[src/logic/vdos_cfg.svh]
// Register offsets, field positions and reset values of the output/status register slice
`ifndef VDOS_CFG_SVH
`define VDOS_CFG_SVH
`define VDOS_OFS_FORMAT_DELAY 8'h10
`define VDOS_OFS_OUT_CTRL_ONE 8'h11
`define VDOS_OFS_OUT_CTRL_TWO 8'h12
`define VDOS_OFS_SLICER_STATUS 8'h1a
`define VDOS_OFS_SLICER_FIRST 8'h1b
`define VDOS_OFS_SLICER_SECOND 8'h1c
`define VDOS_OFS_DECODER_STATUS 8'h1f
`define VDOS_RST_FORMAT_DELAY 8'h40
`define VDOS_RST_OUT_CTRL_ONE 8'h1c
`define VDOS_RST_OUT_CTRL_TWO 8'h03
// Writable bit masks; unused positions always store zero
`define VDOS_MASK_OUT_CTRL_ONE 8'hbf
`define VDOS_MASK_OUT_CTRL_TWO 8'hdf
`define VDOS_LUMA_DEL_LSB 0
`define VDOS_VERT_LEN_BIT 3
`define VDOS_HSYNC_POS_LSB 4
`define VDOS_FORMAT_LSB 6
`define VDOS_BIT_COLOUR_ON 0
`define VDOS_BIT_BYPASS 1
`define VDOS_BIT_SYNC_OE 2
`define VDOS_BIT_PIXEL_OE 3
`define VDOS_BIT_INV_BLANK 4
`define VDOS_BIT_FE_POL 5
`define VDOS_BIT_GP_SWITCH 7
`define VDOS_ANALOG_SEL_LSB 0
`define VDOS_BIT_DITHER 2
`define VDOS_BIT_RGB_WIDE 3
`define VDOS_BIT_CHROMA_LIN 4
`define VDOS_BIT_RT_A 6
`define VDOS_BIT_RT_B 7
// Vertical reference windows (local line counts)
`define VDOS_V60_F1_FIRST 10'd18
`define VDOS_V60_F1_LAST 10'd259
`define VDOS_V60_F2_FIRST 10'd281
`define VDOS_V60_F2_LAST 10'd522
`define VDOS_V60S_F1_FIRST 10'd19
`define VDOS_V60S_F1_LAST 10'd258
`define VDOS_V60S_F2_FIRST 10'd282
`define VDOS_V60S_F2_LAST 10'd521
`define VDOS_V50S_F1_FIRST 10'd24
`define VDOS_V50S_F1_LAST 10'd309
`define VDOS_V50S_F2_FIRST 10'd337
`define VDOS_V50S_F2_LAST 10'd622
`define VDOS_V50_F1_FIRST 10'd23
`define VDOS_V50_F1_LAST 10'd310
`define VDOS_V50_F2_FIRST 10'd336
`define VDOS_V50_F2_LAST 10'd623
// Delay line depth: luma needs 3 steps back and 4 ahead, two clocks per step
`define VDOS_LUMA_CENTRE 4'd8
`define VDOS_DELAY_DEPTH 16
`endif

[src/logic/vdos_pkg.sv]
// Types shared by the output/status register slice
package vdos_pkg;
   typedef enum logic [1:0] {
      VDOS_FMT_RGB,
      VDOS_FMT_YUV422,
      VDOS_FMT_YUV411,
      VDOS_FMT_CCIR656
   } vdos_format_t;
   typedef enum logic [1:0] {
      VDOS_ANALOG_TEST_OUT_TP1,
      VDOS_ANALOG_TEST_OUT_AIN1,
      VDOS_ANALOG_TEST_OUT_AIN2,
      VDOS_ANALOG_TEST_OUT_TP2
   } vdos_analog_test_out_t;
   typedef enum {
      VDOS_IDLE,
      VDOS_WRITE,
      VDOS_READ
   } vdos_state_t;
endpackage

[src/logic/vdos_regs.sv]
// Output control and status register slice of the video decoder, with its output steering
`include "vdos_cfg.svh"

// Summary of operation
// - Luma delay field steps two clocks each
// - 60 Hz long pulse lines 18-259, 281-522
// - 50 Hz pulse 286 or 288 lines
// - Sync fine position, 0-3 two-clock steps
// - Bits 7..6 choose output format
// - Bit 0 forces colour on
// - Bypass routes raw samples to output
// - Sync pins float unless enabled
// - Pixel bus floats unless enabled
// - Bit 4 swaps in inverse blanking
// - Bit 5 picks qualifier phase for sampling
// - General switch pin follows bit 7
// - Analog test output mux by bits 1..0
// - Bit 2 enables noise shaping
// - RGB width 5:6:5 or 8:8:8
// - Bit 4 selects linear chroma interpolation
// - First realtime pin: odd field or length
// - Second realtime pin: phase or horizontal lock
// - Slicer status ready and valid flags
// - Slicer bytes: seven data plus parity
// - Status byte low five decoder flags
// - Status bits 5-7: rate, unlock, VTR
module vdos_regs (
   input wire logic clk_i,
   input wire logic reset_i,
   // Register port as seen after the serial bus slave
   input wire logic [7:0] reg_addr_i,
   input wire logic [7:0] reg_wdata_i,
   input wire logic reg_write_i,
   input wire logic reg_read_i,
   output logic [7:0] reg_rdata_o,
   output logic reg_rvalid_o,
   // Video timing from the decoder core
   input wire logic field_two_i,
   input wire logic field_60hz_i,
   input wire logic [9:0] line_count_i,
   input wire logic hsync_raw_i,
   input wire logic horizontal_reference_out_i,
   input wire logic vsync_i,
   input wire logic comp_blank_i,
   input wire logic [7:0] luma_i,
   input wire logic [15:0] decoded_data_i,
   input wire logic [15:0] adc_data_i,
   input wire logic fast_enable_input_i,
   input wire logic clock_qualifier_i,
   input wire logic colour_detect_i,
   input wire logic line_length_signal_i,
   input wire logic phase_lock_indicator_i,
   input wire logic horizontal_lock_signal_i,
   // Decoder status sources
   input wire logic field_one_ready_i,
   input wire logic field_one_valid_i,
   input wire logic field_two_ready_i,
   input wire logic field_two_valid_i,
   input wire logic [6:0] slicer_data_first_i,
   input wire logic parity_err_first_i,
   input wire logic [6:0] slicer_data_second_i,
   input wire logic parity_err_second_i,
   input wire logic slow_const_active_i,
   input wire logic white_peak_active_i,
   input wire logic gain_limit_bottom_i,
   input wire logic gain_limit_top_i,
   input wire logic horiz_unlock_flag_i,
   input wire logic vtr_time_const_flag_i,
   // Steered outputs
   output logic [7:0] luma_delayed_o,
   output logic horizontal_sync_out_o,
   output logic horizontal_sync_out_oe_o,
   output logic horizontal_reference_out_o,
   output logic horizontal_reference_out_oe_o,
   output logic vert_ref_out_o,
   output logic vert_ref_out_oe_o,
   output logic vertical_sync_out_o,
   output logic vertical_sync_out_oe_o,
   output logic [15:0] pixel_output_bus_o,
   output logic pixel_output_bus_oe_o,
   output vdos_pkg::vdos_format_t output_format_sel_o,
   output logic rgb_wide_sel_o,
   output logic colour_enable_o,
   output logic fast_enable_o,
   output logic general_switch_out_o,
   output vdos_pkg::vdos_analog_test_out_t analog_test_sel_o,
   output logic noise_shaping_enable_o,
   output logic chroma_interp_linear_o,
   output logic realtime_pin_a_o,
   output logic realtime_pin_b_o
);

   // ***************************************************************
   // Control registers
   // ***************************************************************
   logic [7:0] format_delay_control_r;
   logic [7:0] output_control_one_r;
   logic [7:0] output_control_two_r;
   logic [7:0] decoder_status_byte;
   logic [7:0] slicer_status;
   logic [7:0] rdata_nxt;

   // Host writes; unused bits are masked so they always read back zero
   // Masking here too keeps readback clean whatever the host sends
   // read-only offsets fall through
   always_ff @(posedge clk_i) begin
      if (reset_i) begin
         format_delay_control_r <= `VDOS_RST_FORMAT_DELAY;
         output_control_one_r <= `VDOS_RST_OUT_CTRL_ONE;
         output_control_two_r <= `VDOS_RST_OUT_CTRL_TWO;
      end else if (reg_write_i) begin
         case (reg_addr_i)
            `VDOS_OFS_FORMAT_DELAY: format_delay_control_r <= reg_wdata_i;
            `VDOS_OFS_OUT_CTRL_ONE: output_control_one_r <= reg_wdata_i & `VDOS_MASK_OUT_CTRL_ONE;
            `VDOS_OFS_OUT_CTRL_TWO: output_control_two_r <= reg_wdata_i & `VDOS_MASK_OUT_CTRL_TWO;
            default: ;
         endcase
      end
   end

   // ***************************************************************
   // Read path
   // ***************************************************************
   // slicer ready and valid flags, upper nibble zero
   assign slicer_status = {4'h0, field_two_valid_i, field_two_ready_i,
                           field_one_valid_i, field_one_ready_i};
   // field rate, unlock and loop constant on top
   assign decoder_status_byte = {vtr_time_const_flag_i, horiz_unlock_flag_i, field_60hz_i,
                                 gain_limit_top_i, gain_limit_bottom_i, white_peak_active_i,
                                 slow_const_active_i, colour_detect_i};

   // Read multiplexer; unmapped offsets answer zero
   // Reads have no side effects, so a repeated read is harmless
   always_comb begin
      case (reg_addr_i)
         `VDOS_OFS_FORMAT_DELAY: rdata_nxt = format_delay_control_r;
         `VDOS_OFS_OUT_CTRL_ONE: rdata_nxt = output_control_one_r;
         `VDOS_OFS_OUT_CTRL_TWO: rdata_nxt = output_control_two_r;
         `VDOS_OFS_SLICER_STATUS: rdata_nxt = slicer_status;
         // parity flag above seven data bits
         `VDOS_OFS_SLICER_FIRST: rdata_nxt = {parity_err_first_i, slicer_data_first_i};
         `VDOS_OFS_SLICER_SECOND: rdata_nxt = {parity_err_second_i, slicer_data_second_i};
         `VDOS_OFS_DECODER_STATUS: rdata_nxt = decoder_status_byte;
         default: rdata_nxt = 8'h00;
      endcase
   end

   // Read data is captured so the serial slave sees a stable byte
   // Status inputs are live, so a read shows them as they stand at the read edge
   always_ff @(posedge clk_i) begin
      if (reset_i) begin
         reg_rdata_o <= 8'h00;
         reg_rvalid_o <= 1'b0;
      end else begin
         reg_rvalid_o <= reg_read_i;
         if (reg_read_i) begin
            reg_rdata_o <= rdata_nxt;
         end
      end
   end

   // ***************************************************************
   // Delay lines for luma and horizontal sync
   // ***************************************************************
   // Sixteen stages cover eight luma steps and the widest sync shift
   logic [7:0] luma_line_r [0:`VDOS_DELAY_DEPTH-1];
   logic [`VDOS_DELAY_DEPTH-1:0] hsync_line_r;
   logic [2:0] luma_code;
   logic [1:0] hsync_steps;
   logic [3:0] luma_tap;

   // Signed three-bit step count maps to a tap around the centre
   function automatic logic [3:0] vdos_luma_tap(input logic [2:0] code);
      logic [3:0] steps2;
      steps2 = {1'b0, code[1:0], 1'b0};
      // Negative codes advance luma by taking a shallower tap
      // Codes 101 to 111 give three down to one step ahead
      if (code[2]) begin
         vdos_luma_tap = 4'(`VDOS_LUMA_CENTRE - (4'd8 - steps2));
      end else begin
         vdos_luma_tap = 4'(`VDOS_LUMA_CENTRE + steps2);
      end
   endfunction

   // Field slices of the format and delay register
   assign luma_code = format_delay_control_r[`VDOS_LUMA_DEL_LSB +: 3];
   assign hsync_steps = format_delay_control_r[`VDOS_HSYNC_POS_LSB +: 2];
   assign luma_tap = vdos_luma_tap(luma_code);

   // Shift registers; the centre tap keeps both signs reachable at the cost of latency
   always_ff @(posedge clk_i) begin
      if (reset_i) begin
         for (int i = 0; i < `VDOS_DELAY_DEPTH; i++) begin
            luma_line_r[i] <= 8'h00;
         end
         hsync_line_r <= '0;
      end else begin
         luma_line_r[0] <= luma_i;
         for (int i = 1; i < `VDOS_DELAY_DEPTH; i++) begin
            luma_line_r[i] <= luma_line_r[i-1];
         end
         hsync_line_r <= {hsync_line_r[`VDOS_DELAY_DEPTH-2:0], hsync_raw_i};
      end
   end

   // ***************************************************************
   // Vertical reference window
   // ***************************************************************
   logic vert_len_long;
   logic vref_window;

   function automatic logic vdos_in_range(input logic [9:0] line, input logic [9:0] lo,
                                          input logic [9:0] hi);
      vdos_in_range = (line >= lo) && (line <= hi);
   endfunction

   assign vert_len_long = format_delay_control_r[`VDOS_VERT_LEN_BIT];
   // Line numbers are the core's local count; the window adds one register stage

   // 242-line window at 60 Hz when long
   // 286 or 288 lines at 50 Hz
   always_comb begin
      if (field_60hz_i) begin
         if (vert_len_long) begin
            vref_window = field_two_i
               ? vdos_in_range(line_count_i, `VDOS_V60_F2_FIRST, `VDOS_V60_F2_LAST)
               : vdos_in_range(line_count_i, `VDOS_V60_F1_FIRST, `VDOS_V60_F1_LAST);
         end else begin
            vref_window = field_two_i
               ? vdos_in_range(line_count_i, `VDOS_V60S_F2_FIRST, `VDOS_V60S_F2_LAST)
               : vdos_in_range(line_count_i, `VDOS_V60S_F1_FIRST, `VDOS_V60S_F1_LAST);
         end
      end else if (vert_len_long) begin
         vref_window = field_two_i
            ? vdos_in_range(line_count_i, `VDOS_V50_F2_FIRST, `VDOS_V50_F2_LAST)
            : vdos_in_range(line_count_i, `VDOS_V50_F1_FIRST, `VDOS_V50_F1_LAST);
      end else begin
         vref_window = field_two_i
            ? vdos_in_range(line_count_i, `VDOS_V50S_F2_FIRST, `VDOS_V50S_F2_LAST)
            : vdos_in_range(line_count_i, `VDOS_V50S_F1_FIRST, `VDOS_V50S_F1_LAST);
      end
   end

   // ***************************************************************
   // Registered pin outputs
   // ***************************************************************
   // Sampling phase of the fast enable input
   logic fe_sample_phase;
   assign fe_sample_phase = output_control_one_r[`VDOS_BIT_FE_POL];

   // Delayed luma, sync and reference pins
   always_ff @(posedge clk_i) begin
      if (reset_i) begin
         luma_delayed_o <= 8'h00;
         horizontal_sync_out_o <= 1'b0;
         horizontal_reference_out_o <= 1'b0;
         vert_ref_out_o <= 1'b0;
         vertical_sync_out_o <= 1'b0;
      end else begin
         luma_delayed_o <= luma_line_r[luma_tap];
         horizontal_sync_out_o <= hsync_line_r[{hsync_steps, 1'b0}];
         horizontal_reference_out_o <= horizontal_reference_out_i;
         vert_ref_out_o <= output_control_one_r[`VDOS_BIT_INV_BLANK] ? ~comp_blank_i
                                                                     : vref_window;
         vertical_sync_out_o <= vsync_i;
      end
   end

   // Fast enable is held between samples on the chosen qualifier phase
   // A qualifier stuck at the wrong level freezes the last sample
   always_ff @(posedge clk_i) begin
      if (reset_i) begin
         fast_enable_o <= 1'b0;
      end else if (clock_qualifier_i == fe_sample_phase) begin
         fast_enable_o <= fast_enable_input_i;
      end
   end

   // Colour killer decision, registered like the other data outputs
   always_ff @(posedge clk_i) begin
      if (reset_i) begin
         colour_enable_o <= 1'b0;
      end else begin
         colour_enable_o <= output_control_one_r[`VDOS_BIT_COLOUR_ON] | colour_detect_i;
      end
   end

   // Pixel bus and real-time pins
   // Switching bypass takes effect one clock later, never mid-sample
   always_ff @(posedge clk_i) begin
      if (reset_i) begin
         pixel_output_bus_o <= 16'h0000;
         realtime_pin_a_o <= 1'b0;
         realtime_pin_b_o <= 1'b0;
      end else begin
         pixel_output_bus_o <= output_control_one_r[`VDOS_BIT_BYPASS] ? adc_data_i
                                                                      : decoded_data_i;
         realtime_pin_a_o <= output_control_two_r[`VDOS_BIT_RT_A] ? line_length_signal_i
                                                                  : ~field_two_i;
         realtime_pin_b_o <= output_control_two_r[`VDOS_BIT_RT_B] ? horizontal_lock_signal_i
                                                                  : phase_lock_indicator_i;
      end
   end

   // ***************************************************************
   // Direct control outputs
   // ***************************************************************
   // Enables are plain register bits; the pad ring does the tristating
   // sync pin drivers enabled
   assign horizontal_sync_out_oe_o = output_control_one_r[`VDOS_BIT_SYNC_OE];
   assign horizontal_reference_out_oe_o = output_control_one_r[`VDOS_BIT_SYNC_OE];
   assign vert_ref_out_oe_o = output_control_one_r[`VDOS_BIT_SYNC_OE];
   assign vertical_sync_out_oe_o = output_control_one_r[`VDOS_BIT_SYNC_OE];
   assign pixel_output_bus_oe_o = output_control_one_r[`VDOS_BIT_PIXEL_OE];
   assign output_format_sel_o = vdos_pkg::vdos_format_t'(
      format_delay_control_r[`VDOS_FORMAT_LSB +: 2]);
   assign rgb_wide_sel_o = output_control_two_r[`VDOS_BIT_RGB_WIDE];
   assign general_switch_out_o = output_control_one_r[`VDOS_BIT_GP_SWITCH];
   assign analog_test_sel_o = vdos_pkg::vdos_analog_test_out_t'(
      output_control_two_r[`VDOS_ANALOG_SEL_LSB +: 2]);
   assign noise_shaping_enable_o = output_control_two_r[`VDOS_BIT_DITHER];
   assign chroma_interp_linear_o = output_control_two_r[`VDOS_BIT_CHROMA_LIN];

endmodule

[config.mk]
export PLATFORM = sky130hd
export DESIGN_NAME = vdos_regs
export DESIGN_NICKNAME = d
export VERILOG_FILES = /design/src/logic/vdos_pkg.sv /design/src/logic/vdos_regs.sv
export VERILOG_INCLUDE_DIRS = /design/src /design/src/logic
export SDC_FILE = /design/constraint.sdc
export NUM_CORES = 1
export LEC_CHECK = 0
export ABC_AREA = 1
export ABC_CLOCK_PERIOD_IN_PS = 1900
export BUFFER_PORTS_ARGS = -buffer_cell sky130_fd_sc_hd__buf_2
export CORE_ASPECT_RATIO = 1.4
export CORE_UTILIZATION = 35
export DETAILED_ROUTE_END_ITERATION = 10
export GPL_TIMING_DRIVEN = 0
export HOLD_SLACK_MARGIN = 0.12
export RECOVER_POWER = 25
export SLEW_MARGIN = 10
export SYNTH_ARGS = -nofsm -noshare
export SYNTH_HDL_FRONTEND = slang
export SYNTH_SLANG_ARGS = --single-unit
[constraint.sdc]
create_clock -name clk_i -period 1.9 [get_ports clk_i]
set_clock_uncertainty 0.15 [all_clocks]
set_input_delay 0.095 -clock clk_i [delete_from_list [all_inputs] [get_ports clk_i]]
set_output_delay 0.095 -clock clk_i [all_outputs]
set_load 0.05 [all_outputs]
**Yosys cells after proc, flatten, opt, wreduce, memory -nomap -nowiden**

Memories as Yosys holds them, arrays and structs flattened. A register that Yosys moved wholly into a read port is not among the register bits.
Index checks and enable logic that the tools add are counted.

- Memory bits (read-only): 0
- Register bits after elaboration: 62
- Memories: 1
- Bits in latches: 0
- Bits in writable memories: 128
- Input port bits: 108

Memories:

| memory | depth | width | read ports | clocked after memory_dff | wr ports | RTL line | RTL |
|---|---|---|---|---|---|---|---|
| luma_line_r | 16 | 8 | 16 | 1 | 16 | vdos_regs.sv:166 | `` logic [7:0] luma_line_r [0:`VDOS_DELAY_DEPTH-1]; `` |

- Reductions and logical operators: 11
- Equality and inequality tests: 8
- $lt $le $gt $ge: 17
- Bitwise gates (word level): 19
- Multipliers: 0
- Add/subtract/negate cells: 3
- Multiplexer cells: 34
- Shift operators: 0
- Div/mod/pow operators: 0

Operators by type and width:

| operator | number |
|---|---|
| $mux W8 | 16 |
| $eq A8 B5 Y1 const B | 7 |
| $pmux W8 S7 | 1 |
| $ge A10 B5 Y1 const B | 4 |
| $ge A10 B9 Y1 const B | 4 |
| $le A10 B10 Y1 const B | 4 |
| $le A10 B9 Y1 const B | 4 |
| $or A1 B1 Y1 | 17 |
| $mux W16 | 1 |
| $mux W1 | 14 |
| $logic_and A1 B1 Y1 | 8 |
| $reduce_and A2 Y1 | 3 |
| $lt A3 B5 Y1 const B | 1 |
| $add A4 B3 Y4 const A | 1 |
| $mux W4 | 1 |
| $sub A4 B3 Y4 const A | 1 |
| $sub A4 B4 Y4 const A | 1 |
| $bmux W1 S2 | 1 |
| $not A1 Y1 | 2 |
| $eq A1 B1 Y1 | 1 |

**Logic depth before layout (Yosys ltp)**

Gate-level depths: netlist of the first run.

- Depth after elaboration: 6
- Gate-level depth with buffers: 13

**Least setup slack after synthesis of the first run**

Ideal clock, no wire load.

- Path kind: reg2reg
- Start point: register format_delay_control_r[1]
- End point: register luma_delayed_o[2] (read register of luma_line_r)
- Setup slack: 0.467 ns
- Cell stages (with the launch flop): 9
- Arrival time: 1.208 ns
- Buffers on the path: 2
- Library setup time: 0.074 ns
- Clock period less this slack: 1.433 ns
- Path through: dfxtp_1 buf_2 clkinv_1 buf_2 a21oi_1 o21ai_0 nand3_1 nand2_1 a31oi_1

- Cells in the longest elaborated chain, start to end: 3
- Elaborated cells on any way between the ends: 4

RTL lines:

| item | RTL line | RTL |
|---|---|---|
| from (decl) | vdos_regs.sv:96 | `logic [7:0] format_delay_control_r;` |
| from (signal assigned) | vdos_regs.sv:108 | `` format_delay_control_r <= `VDOS_RST_FORMAT_DELAY; `` |
| from (signal assigned) | vdos_regs.sv:113 | `` `VDOS_OFS_FORMAT_DELAY: format_delay_control_r <= reg_wdata_i; `` |
| $sub A4 B3 Y4 | vdos_regs.sv:179 | `` vdos_luma_tap = 4'(`VDOS_LUMA_CENTRE - (4'd8 - steps2)); `` |
| $sub A4 B4 Y4 (no line) | - |  |
| $mux W4 * | vdos_regs.sv:178 | `if (code[2]) begin` |
| to (decl) | vdos_regs.sv:70 | `output logic [7:0] luma_delayed_o,` |

Every way passes the cells marked *; elsewhere a longest branch is shown, timed or not.
A chain may end at the register's enable or synchronous reset.

**Final worst setup path of the first run**

- Start point: input reg_addr_i[1]
- End point: register output_control_one_r[0]

- Cells in the longest elaborated chain, start to end: 2

RTL lines:

| item | RTL line | RTL |
|---|---|---|
| from (decl) | vdos_regs.sv:31 | `input wire logic [7:0] reg_addr_i,` |
| $eq A8 B5 Y1 | vdos_regs.sv:112 | `case (reg_addr_i)` |
| $reduce_and A2 Y1 (no line) | - |  |
| to (signal assigned) | vdos_regs.sv:109 | `` output_control_one_r <= `VDOS_RST_OUT_CTRL_ONE; `` |
| to (signal assigned) | vdos_regs.sv:114 | `` `VDOS_OFS_OUT_CTRL_ONE: output_control_one_r <= reg_wdata_i & `VDOS_MASK_OUT_CTRL_ONE; `` |
| to (decl) | vdos_regs.sv:97 | `logic [7:0] output_control_one_r;` |

No other way between the ends.

==> reports/results.tsv, run 1 <==
stage	metric	value	unit
outcome	run status	completed	
yosys	count leader, synth	sky130_fd_sc_hd__nor2_1	
yosys	portion of synthesized cell area occupied by the leading cell type	53.28	%
yosys	Warnings, synthesis	0	
sta	RSZ-0062 raised after global routing	false	
pwr	static leakage	4.339	nW
critical_path	Cell Chain, Critical Path	dlygate4sd3_1, buf_4, nor3_4, nand2_2, dlygate4sd3_1, a21oi_1	
yosys	mean post-synth cell area	7.368	sq um
critical_path	FF-to-FF Start	format_delay_control_r[0]	
clock_network	TritonCTS clock tree	built	
sta	Highest Clock Rate	544.1	MHz
critical_path	end point of the critical path	output_control_one_r[0]	
die	area of the die	0.02098	sq mm
sta	final count of pins violating max slew	0	
yosys	top area cells in the synthesized netlist	sky130_fd_sc_hd__dfxtp_1, sky130_fd_sc_hd__nor2_1, sky130_fd_sc_hd__inv_1, sky130_fd_sc_hd__nand2_1, sky130_fd_sc_hd__o21ai_0	
clock_network	maximum root-to-sink buffer count	2	
critical_path	endpoint required time on the critical path	2.10	ns
critical_path	critical path startpoint	reg_addr_i[1]	
detailed_routing	per-cell via count in the routed design	4.580	
place	Final Wtd Congestion	0.8936	
place	Port Buffer Count	158	
sta	count of endpoints failing hold in the final timing report	0	
run	max capacitance violation total	0	
worst_hold_path	path type of the worst min-delay path	input port to register	
place	half-perimeter wire length after detailed placement	14.04	mm
critical_path	worst reg-to-reg setup slack	0.12	ns
critical_path	most common cell type on the critical path	sky130_fd_sc_hd__dlygate4sd3_1	
global_route	total global routing overflow	0	
yosys	ranking of synthesized cells by instance count	sky130_fd_sc_hd__nor2_1, sky130_fd_sc_hd__dfxtp_1, sky130_fd_sc_hd__inv_1	
sta	total of endpoints with negative setup slack in the final report	0	
critical_path	kind of end point of the critical path	register	
clock_network	number of sinks on the clock net	190	
critical_path	cell family with most CP delay	buffers and inverters	
pwr	maximum vdd drop	639.7	uV
yosys	number of library cell types mapped by synthesis	28	
pwr	overall power consumption	8.315	mW
detailed_routing	detailed-route wire length	20.35	mm
die	Starting Density	35.84	%
global_route	maximum number of pins on one net before global-route repair	17	
detailed_routing	DRC violation total after the first TritonRoute iteration	302	
sta	transition time at the pin with the least slew margin	0.6766	ns
die	Std-Cell Rows	61	
clock_network	Root Buffer	sky130_fd_sc_hd__clkbuf_16	
clock_network	post-CTS clock slew at the launch and capture registers of the worst setup and hold paths	0.07	ns
die	CORE AREA	0.01992	sq mm
die	ports placed on the boundary	162	
critical_path	Max stage delay cell, worst path	sky130_fd_sc_hd__dlygate4sd3_1	
yosys	Post-Syn Instances	969	
detailed_routing	Remaining DRCs	0	
detailed_routing	drt first pass iters	6	
critical_path	CP arrival	2.04	ns
global_route	wire length of the first global-routing pass	32.16	mm
global_route	via count of the first global-routing pass	6789	
sta	time the worst path needs with I/O delays and setup	1.838	ns
die	die height	171.0	microns
yosys	asr flop ratio synth	0	%
place	Post-Place Worst Slack	-0.04876	ns
yosys	cell type with the largest total area after synthesis	sky130_fd_sc_hd__dfxtp_1	
critical_path	Crit path largest cell delay	0.66	ns
clock_network	maximum level of the CTS H-tree	4	
sta	Worst Setup Slack, final	0.06224	ns
yosys	EDFF count, synth	0	
critical_path	nature of the critical path startpoint	input port	
finish	relative area change from synthesis to final layout	38.42	%
yosys	share of the yosys chip area belonging to registers	53.28	%
clock_network	worst-skew pair later-pin latency	0.42	ns
sta	worst slew slack as a fraction of its limit	54.89	%
finish	post-layout net count	1355	
sta	Tcrit/Tclk final	96.72	%
yosys	post-synthesis instance area	0.007139	sq mm
global_route	total track usage	20.07	%
yosys	leading register cell type out of synthesis	sky130_fd_sc_hd__dfxtp_1	
critical_path	capture point of the worst reg-to-reg path	luma_delayed_o[3]	
detailed_routing	number of nets with antenna violations after routing	0	
yosys	synthesized net count	1077	
finish	fraction of final layout cells sized beyond drive strength 1	18.19	%
critical_path	count of cell instances traversed by the critical path	6	
finish	ANT cells	0	
critical_path	Worst Reg2Reg Path Length in Cells	5	
sta	minimum hold slack	0.1131	ns
critical_path	Setup CP Type	input port to register	
critical_path	Critical Path Fanout Max	7	
die	width of the chip	122.7	microns
pwr	PwrDens	841.5	mW/mm^2
detailed_routing	average wire length per cell after detail routing	13.47	microns
yosys	post-synthesis register bit count	190	
clock_network	number of clock buffers inserted by TritonCTS	17	
global_route	number of antenna violations at the first check in global routing	0	
critical_path	CP Buf/Inv Count	3	
finish	non-filler instance count after layout	1511	
place	dpl cells	1379	
detailed_routing	total vias in the final route	6921	
what timing repair did:
item                                    CTS  global route
gates resized for setup                   1            18
cloned                                    0             0
hold endpoints to repair                 63             0
endpoints found under the setup margin   10            14
setup buffers                             0             2
pin swaps                                 0             4
hold buffers                            100             0
metal layers:
layer | vias to the layer above | GRT usage (%) | share of wire [%]
li1 | 3516 | - | -
met1 | 3185 | 21.58 | 40
met2 | 176 | 37.42 | 53
met3 | 44 | 3.567 | 3.7
met4 | 0 | 9.067 | 3.1
met5 | - | 0 | 0
report_power, final:
part	leakage (nW)	switching [mW]	internal [mW]	total, mW
Sequential	1.54	0.0203	4.04	4.06
Clock	0.274	1.52	2.01	3.53
Combinational	2.52	0.420	0.297	0.717
Total	4.34	1.96	6.35	8.32
cells in the final DEF (no fill, tap or decap), types with 3 or more instances in the layout:
master	n
sky130_fd_sc_hd__clkbuf_16	17
sky130_fd_sc_hd__o21ai_0	74
sky130_fd_sc_hd__nor2_1	210
sky130_fd_sc_hd__clkinvlp_4	6
sky130_fd_sc_hd__buf_1	3
sky130_fd_sc_hd__dlygate4sd3_1	98
sky130_fd_sc_hd__nor3_1	3
sky130_fd_sc_hd__buf_4	10
sky130_fd_sc_hd__nand4_1	7
sky130_fd_sc_hd__nor2_2	4
sky130_fd_sc_hd__a21oi_1	65
sky130_fd_sc_hd__dfxtp_1	190
sky130_fd_sc_hd__inv_2	8
sky130_fd_sc_hd__nand2_1	119
sky130_fd_sc_hd__buf_2	161
sky130_fd_sc_hd__inv_1	163
sky130_fd_sc_hd__nand3_1	48
sky130_fd_sc_hd__clkbuf_1	26
sky130_fd_sc_hd__a31oi_1	10
sky130_fd_sc_hd__o21ai_1	5
area by class of cell:
| type | count | area, sq um |
|---|---|---|
| inverters | 175 | 663.1 |
| repair buffers | 260 | 1814 |
| flip-flops and latches | 190 | 3804 |
| well taps | 252 | 315.3 |
| clock buffers | 19 | 452.9 |
| multi-input cells | 560 | 2496 |
| fillers | 1948 | 10040 |
| clock inverters | 12 | 137.6 |
| plain buffers | 43 | 198.9 |
how the worst min path moves through the flow:
stage	startpoint	to	slack (ns)	depth (start not counted)
5_1_grt	reg_addr_i[0]	format_delay_control_r[2]	0.17	6
4_1_cts	reg_addr_i[0]	format_delay_control_r[2]	0.12	6
3_5_place_dp	luma_i[2]	luma_line_r[0][2]	0.16	3
6_report	reg_addr_i[0]	format_delay_control_r[2]	0.11	6
3_3_place_gp	horizontal_reference_out_i	horizontal_reference_out_o	0.15	3
2_1_floorplan	field_two_i	realtime_pin_a_o	0.04	1
cells by family (layout without fill, tap and decap cells):
group | count (synthesis) | in the layout | share of synthesized area, %
AOI/OAI and AO/OA | 158 | 158 | 11.37
buffers and inverters | 219 | 509 | 11.97
DFF | 190 | 190 | 53.28
xor gates and xnor gates | 1 | 1 | 0.1227
and+or+nand+nor | 401 | 401 | 23.26
through the flow:
stage | TNS [ns] | util, % | instance area, sq um
finish | 0 | 49.61 | 9882
global route | 0 | 49.61 | 9882
CTS | 0 | 49.37 | 9834
detailed placement | -0.6175 | 41.39 | 8245
global placement | -0.3727 | 41.39 | 8245
floorplan | 0 | - | 7139
registers in the layout, indices dropped and copies added (netlist names), 7 cells and up:
name                    cells
pixel_output_bus_o         16
output_control_one_r        7
luma_delayed_o              8
hsync_line_r                7
reg_rdata_o                 8
luma_line_r               120
format_delay_control_r      8
output_control_two_r        7
tightest hold or removal path, cell delays in order:
cell	delay, ns
sky130_fd_sc_hd__buf_2	0.10
sky130_fd_sc_hd__or2_4	0.15
sky130_fd_sc_hd__nor2_4	0.05
sky130_fd_sc_hd__nand2_4	0.07
sky130_fd_sc_hd__o21ai_0	0.07
sky130_fd_sc_hd__a21oi_1	0.10
(Power assumes the default switching activity.)
==> run 2, diff against run 1 <==
- CELL_PAD_IN_SITES_DETAIL_PLACEMENT: unset -> 1
- CELL_PAD_IN_SITES_GLOBAL_PLACEMENT: unset -> 2
- CORE_UTILIZATION: 35 -> 30
- PLACE_DENSITY_LB_ADDON: unset -> 0.1
- TNS_END_PERCENT: unset -> 1
==> reports/results.tsv, run 2 (synthesized netlist as in run 1, its figures left out) <==
stage	metric	value	unit	change
finish	registers with the most flip-flops	luma_line_r x120, pixel_output_bus_o x16		
pwr	PwrDens	852.0	mW/mm^2	+1.3%
critical_path	Crit path largest cell delay	0.48	ns	-0.18 ns
worst_hold_path	path type of the worst min-delay path	input port to register		
die	Std-Cell Rows	66		+8.2%
sta	time the worst path needs with I/O delays and setup	1.815	ns	-0.02324 ns
die	area of the die	0.02443	sq mm	+16%
sta	transition time at the pin with the least slew margin	0.6314	ns	-0.04519 ns
sta	total of endpoints with negative setup slack in the final report	0		unchanged
clock_network	number of sinks on the clock net	190		unchanged
global_route	number of antenna violations at the first check in global routing	1		+1
finish	Largest register FFs	120		unchanged
critical_path	Critical Path Fanout Max	10		+3
critical_path	Setup CP Type	register to register		
pwr	register share of total power	48.1	%	-0.8 points
finish	relative area change from synthesis to final layout	38.80	%	
global_route	total global routing overflow	0		unchanged
critical_path	CP Buf/Inv Count	2		-1
global_route	via count of the first global-routing pass	7335		+8.0%
critical_path	CP arrival	2.01	ns	-0.03 ns
place	dpl cells	1433		+3.9%
clock_network	maximum level of the CTS H-tree	4		unchanged
clock_network	post-CTS clock slew at the launch and capture registers of the worst setup and hold paths	0.07	ns	about the same
place	Final Wtd Congestion	0.8397		-6.0%
sta	worst slew slack as a fraction of its limit	57.90	%	+3.0 points
pwr	fraction of power spent switching nets	22.94	%	-0.68 points
global_route	wire length of the first global-routing pass	36.98	mm	+15%
detailed_routing	per-cell via count in the routed design	4.456		-2.7%
finish	register with the highest flop count	luma_line_r		
pwr	clock network power share	43.3	%	+0.8 points
detailed_routing	top routing layer in use	met4		
die	die height	184.5	microns	+7.9%
finish	post-layout net count	1351		-0.30%
pwr	maximum vdd drop	664.8	uV	+3.9%
critical_path	cell family with most CP delay	buffers and inverters		
detailed_routing	total vias in the final route	6960		+0.56%
detailed_routing	Met3 Routed Length	555	microns	-25%
die	width of the chip	132.4	microns	+7.9%
sta	Highest Clock Rate	551.1	MHz	+1.3%
sta	RSZ-0062 raised after global routing	true		
clock_network	TritonCTS clock tree	built		
clock_network	number of clock buffers inserted by TritonCTS	17		unchanged
critical_path	Cell Chain, Critical Path	inv_2, clkbuf_1, o21ai_0, nand3_1, nand2_1, a31oi_1		
global_route	total track usage	19.67	%	-0.40 points
outcome	run status	completed		
detailed_routing	number of nets with antenna violations after routing	0		unchanged
detailed_routing	detailed-route wire length	23.28	mm	+14%
finish	most frequent cells in the layout	sky130_fd_sc_hd__nor2_1, sky130_fd_sc_hd__dfxtp_1, sky130_fd_sc_hd__inv_1, sky130_fd_sc_hd__buf_2, sky130_fd_sc_hd__nand2_1		
detailed_routing	DRC violation total after the first TritonRoute iteration	173		-43%
critical_path	kind of end point of the critical path	register		
place	half-perimeter wire length after detailed placement	16.96	mm	+21%
finish	fraction of final layout cells sized beyond drive strength 1	18.17	%	-0.022 points
clock_network	worst-skew pair later-pin latency	0.43	ns	about the same
critical_path	Max stage delay cell, worst path	sky130_fd_sc_hd__clkbuf_1		
detailed_routing	detailed-routed wire length on met2	12.67	mm	+18%
detailed_routing	average wire length per cell after detail routing	14.91	microns	+11%
sta	final count of pins violating max slew	0		unchanged
die	Starting Density	30.66	%	-5.2 points
detailed_routing	Remaining DRCs	0		unchanged
detailed_routing	drt first pass iters	4		-2
sta	count of endpoints failing hold in the final timing report	0		unchanged
detailed_routing	met1 wire length	9.470	mm	+16%
pwr	internal power consumption	6.506	mW	+2.4%
run	max capacitance violation total	0		unchanged
die	CORE AREA	0.02329	sq mm	+17%
clock_network	Root Buffer	sky130_fd_sc_hd__clkbuf_16		
pwr	overall power consumption	8.443	mW	+1.5%
finish	most common library cell in the layout ignoring fill and taps	sky130_fd_sc_hd__nor2_1		
pwr	static leakage	4.325	nW	-0.31%
place	Port Buffer Count	158		unchanged
clock_network	maximum root-to-sink buffer count	2		unchanged
global_route	maximum number of pins on one net before global-route repair	17		unchanged
die	ports placed on the boundary	162		unchanged
sta	Tcrit/Tclk final	95.50	%	-1.2 points
critical_path	nature of the critical path startpoint	register		
pwr	Comb pwr share	8.6	%	about the same
pwr	switching power	1.937	mW	-1.4%
critical_path	endpoint required time on the critical path	2.10	ns	about the same
finish	non-filler instance count after layout	1562		+3.4%
## run 2: final cells by class
type                            count  area (sq um)
Fill cell                        2972         13380
Sequential cell                   190          3805
Multi-Input combinational cell    560          2481
Timing Repair Buffer              256          1764
Inverter                          175         664.4
Clock buffer                       21         470.5
Tap cell                          306         382.9
Buffer                             43         201.4
Clock inverter                     10         137.6
Antenna cell                        1         2.502
## run 2: worst paths after layout
check        slack (ns)  cells after the start                       from                end
min reg2reg        0.25                      2          luma_line_r[1][3]  luma_line_r[2][3]
min                0.15                      7                field_two_i     vert_ref_out_o
max                0.09                      6  format_delay_control_r[0]  luma_delayed_o[0]
max reg2reg        0.09                      6  format_delay_control_r[0]  luma_delayed_o[0]
## run 2: repair_timing
action,in CTS,in global routing
endpoints found under the setup margin,11,16
gates cloned,0,0
resized for setup,1,10
hold endpoints to repair,63,0
pin swaps,0,0
hold buffers,95,0
buffers inserted,0,3
## run 2: worst register-to-register path: cells and delay by family, from the launching register on
family                 cells  cell delay [ns]
buffers and inverters      2             0.64
flip-flops                 1             0.39
AO/OA/AOI/OAI              2             0.37
AND/OR/NAND/NOR            2             0.20
## run 2: power by group through the flow
stage	clock (mW)	combinational (mW)	sequential, mW
2_1_floorplan	0	0.211	4.26
3_3_place_gp	0	0.574	4.15
3_5_place_dp	0	0.576	4.15
4_1_cts	3.78	0.727	4.06
5_1_grt	3.95	0.796	4.07
6_report	3.66	0.722	4.06
## run 2: per-stage QoR
stage | hold WS, ns | instance area [sq um] | setup TNS, ns | setup WS [ns] | util, %
detailed placement | 0.1543 | 8313 | -12.30 | -0.2465 | 35.70
CTS | 0.1374 | 9869 | 0 | 0.008947 | 42.38
global placement | 0.1453 | 8313 | -12.98 | -0.2527 | 35.70
finish | 0.1508 | 9910 | 0 | 0.08548 | 42.55
floorplan | 0.04044 | 7139 | 0 | 0.4675 | -
global route | 0.1961 | 9910 | -0.09360 | -0.05070 | 42.55
## run 2: routing by layer
metal | GRT usage, % | vias to the layer above
met4 | 7.172 | 0
met3 | 3.493 | 33
met5 | 0 | -
li1 | - | 3505
met2 | 37.31 | 124
met1 | 21.68 | 3298
==> run 3, diff against run 2 <==
- CORE_UTILIZATION: 30 -> 31
- CTS_BUF_LIST: unset -> sky130_fd_sc_hd__clkbuf_2
==> reports/results.tsv, run 3 (synthesized netlist as in run 1, its figures left out) <==
stage	metric	value	unit	change
sta	sum of negative setup slack	-0.04289	ns	-0.04289 ns
run	max capacitance violation total	0		unchanged
die	CORE AREA	0.02253	sq mm	-3.3%
place	Post-Place Worst Slack	-0.1245	ns	+0.1220 ns
finish	Largest register FFs	120		unchanged
detailed_routing	DRC violation total after the first TritonRoute iteration	270		+56%
sta	worst slew slack as a fraction of its limit	55.89	%	-2.0 points
sta	count of endpoints failing hold in the final timing report	0		unchanged
finish	non-filler instance count after layout	1654		+5.9%
finish	registers with the most flip-flops	luma_line_r x120, pixel_output_bus_o x16		
sta	Tcrit/Tclk final	101.4	%	+5.9 points
sta	final count of pins violating max slew	0		unchanged
global_route	wire length of the first global-routing pass	42.23	mm	+14%
sta	Highest Clock Rate	519.1	MHz	-5.8%
sta	total of endpoints with negative setup slack in the final report	5		+5
global_route	via count of the first global-routing pass	7967		+8.6%
critical_path	CP arrival	2.47	ns	+0.46 ns
detailed_routing	drt first pass iters	6		+2
global_route	maximum number of pins on one net before global-route repair	17		unchanged
critical_path	kind of end point of the critical path	register		
detailed_routing	Remaining DRCs	0		unchanged
place	Port Buffer Count	158		unchanged
place	Final Wtd Congestion	0.8307		-1.1%
critical_path	nature of the critical path startpoint	input port		
die	width of the chip	130.3	microns	-1.6%
clock_network	number of clock buffers inserted by TritonCTS	17		unchanged
global_route	number of antenna violations at the first check in global routing	2		+1
pwr	PwrDens	654.5	mW/mm^2	-23%
finish	fraction of final layout cells sized beyond drive strength 1	16.88	%	-1.3 points
critical_path	Critical Path Fanout Max	7		-3
clock_network	Root Buffer	sky130_fd_sc_hd__clkbuf_2		
clock_network	worst-skew pair later-pin latency	0.75	ns	+0.32 ns
critical_path	Max stage delay cell, worst path	sky130_fd_sc_hd__dlygate4sd3_1		
place	dpl cells	1428		-0.35%
outcome	run status	finished with violations		
critical_path	endpoint required time on the critical path	2.45	ns	+0.35 ns
detailed_routing	per-cell via count in the routed design	4.490		+0.76%
detailed_routing	total vias in the final route	7426		+6.7%
sta	transition time at the pin with the least slew margin	0.6617	ns	+0.03026 ns
finish	post-layout net count	1453		+7.5%
pwr	static leakage	4.628	nW	+7.0%
finish	most common library cell in the layout ignoring fill and taps	sky130_fd_sc_hd__nor2_1		
die	ports placed on the boundary	162		unchanged
clock_network	post-CTS clock slew at the launch and capture registers of the worst setup and hold paths	0.22	ns	+0.15 ns
place	post-detailed-placement cell area	0.008307	sq mm	about the same
finish	relative area change from synthesis to final layout	47.93	%	
detailed_routing	number of nets with antenna violations after routing	0		unchanged
global_route	total global routing overflow	0		unchanged
finish	most frequent cells in the layout	sky130_fd_sc_hd__nor2_1, sky130_fd_sc_hd__dlygate4sd3_1, sky130_fd_sc_hd__dfxtp_1, sky130_fd_sc_hd__inv_1, sky130_fd_sc_hd__buf_2		
pwr	maximum vdd drop	289.1	uV	-57%
clock_network	number of sinks on the clock net	190		unchanged
sta	time the worst path needs with I/O delays and setup	1.926	ns	+0.1118 ns
place	half-perimeter wire length after detailed placement	17.45	mm	+2.9%
detailed_routing	average wire length per cell after detail routing	16.20	microns	+8.7%
finish	register with the highest flop count	luma_line_r		
outcome	violated checks	negative setup slack		
worst_hold_path	path type of the worst min-delay path	input port to register		
sta	minimum hold slack	0.2240	ns	+0.07317 ns
finish	fraction of the core area covered by cells at the end of the flow	46.88	%	+4.3 points
die	Starting Density	31.69	%	+1.0 points
die	die height	181.6	microns	-1.6%
critical_path	Crit path largest cell delay	0.61	ns	+0.13 ns
detailed_routing	detailed-route wire length	26.80	mm	+15%
clock_network	TritonCTS clock tree	built		
critical_path	Setup CP Type	input port to register		
die	area of the die	0.02365	sq mm	-3.2%
critical_path	most common cell type on the critical path	sky130_fd_sc_hd__dlygate4sd3_1		
sta	RSZ-0062 raised after global routing	true		
clock_network	maximum root-to-sink buffer count	2		unchanged
die	Std-Cell Rows	65		-1.5%
global_route	total track usage	23.80	%	+4.1 points
clock_network	maximum level of the CTS H-tree	4		unchanged
pwr	overall power consumption	6.913	mW	-18%
sta	Worst Setup Slack, final	-0.02634	ns	-0.1118 ns
finish	summed area of non-filler cells in the final layout	0.01056	sq mm	+6.6%
critical_path	Cell Chain, Critical Path	dlygate4sd3_1, buf_2, dlygate4sd3_1, nor3_4, nand3_1, dlygate4sd3_1, nand3_1		
## run 3: cell count changes in the layout (fill, tap and decap cells not counted), moves of 3 or more
cell,delta
sky130_fd_sc_hd__buf_2,-8
sky130_fd_sc_hd__buf_4,+7
sky130_fd_sc_hd__clkbuf_16,-17
sky130_fd_sc_hd__clkbuf_2,+22
sky130_fd_sc_hd__clkbuf_8,-3
sky130_fd_sc_hd__clkinv_2,-3
sky130_fd_sc_hd__clkinvlp_4,-3
sky130_fd_sc_hd__dlygate4sd3_1,+99
## run 3: cell type report
type	instances	area [sq um]
flip-flops and latches	190	3806
well taps	301	376.6
diodes	2	5.005
multi-input cells	560	2499
fillers	2857	11970
plain buffers	44	215.2
clock inverters	4	93.84
clock buffers	21	105.1
repair buffers	357	2795
inverters	175	665.6
## run 3: timing repair
| item | in CTS | in global routing |
|---|---|---|
| hold endpoints to repair | 131 | 1 |
| buffers inserted | 0 | 3 |
| resized for setup | 10 | 25 |
| endpoints found under the setup margin | 20 | 32 |
| hold buffers | 194 | 2 |
| pin swaps | 0 | 2 |
## run 3: critical path: cells and delay by family
| family | cells | cell delay, ns |
|---|---|---|
| and+or+nand+nor | 3 | 0.50 |
| buffers and inverters | 4 | 1.87 |
## run 3: path summary, 6_finish.rpt
kind | startpoint | to | slack, ns | cells after the start
min reg2reg | luma_line_r[1][2] | luma_line_r[2][2] | 0.23 | 2
max | reg_addr_i[1] | output_control_one_r[3] | -0.03 | 7
min | parity_err_second_i | reg_rdata_o[7] | 0.22 | 8
max reg2reg | output_control_one_r[1] | pixel_output_bus_o[7] | 0.07 | 5
## run 3: power breakdown
group          switching [mW]  internal, mW  leakage [nW]
combinational           0.477         0.417          2.95
sequential             0.0219          4.06          1.54
clock                    1.24         0.702         0.131
## run 3: per-layer routing
metal  global-route usage [%]  part of all wire (%)  vias to the layer above
met2                    46.51                    57                      175
met4                    8.698                   2.4                        0
met5                        0                     0                        -
met1                    24.11                    37                     3509
li1                         -                     -                     3700
met3                    4.655                   4.0                       42
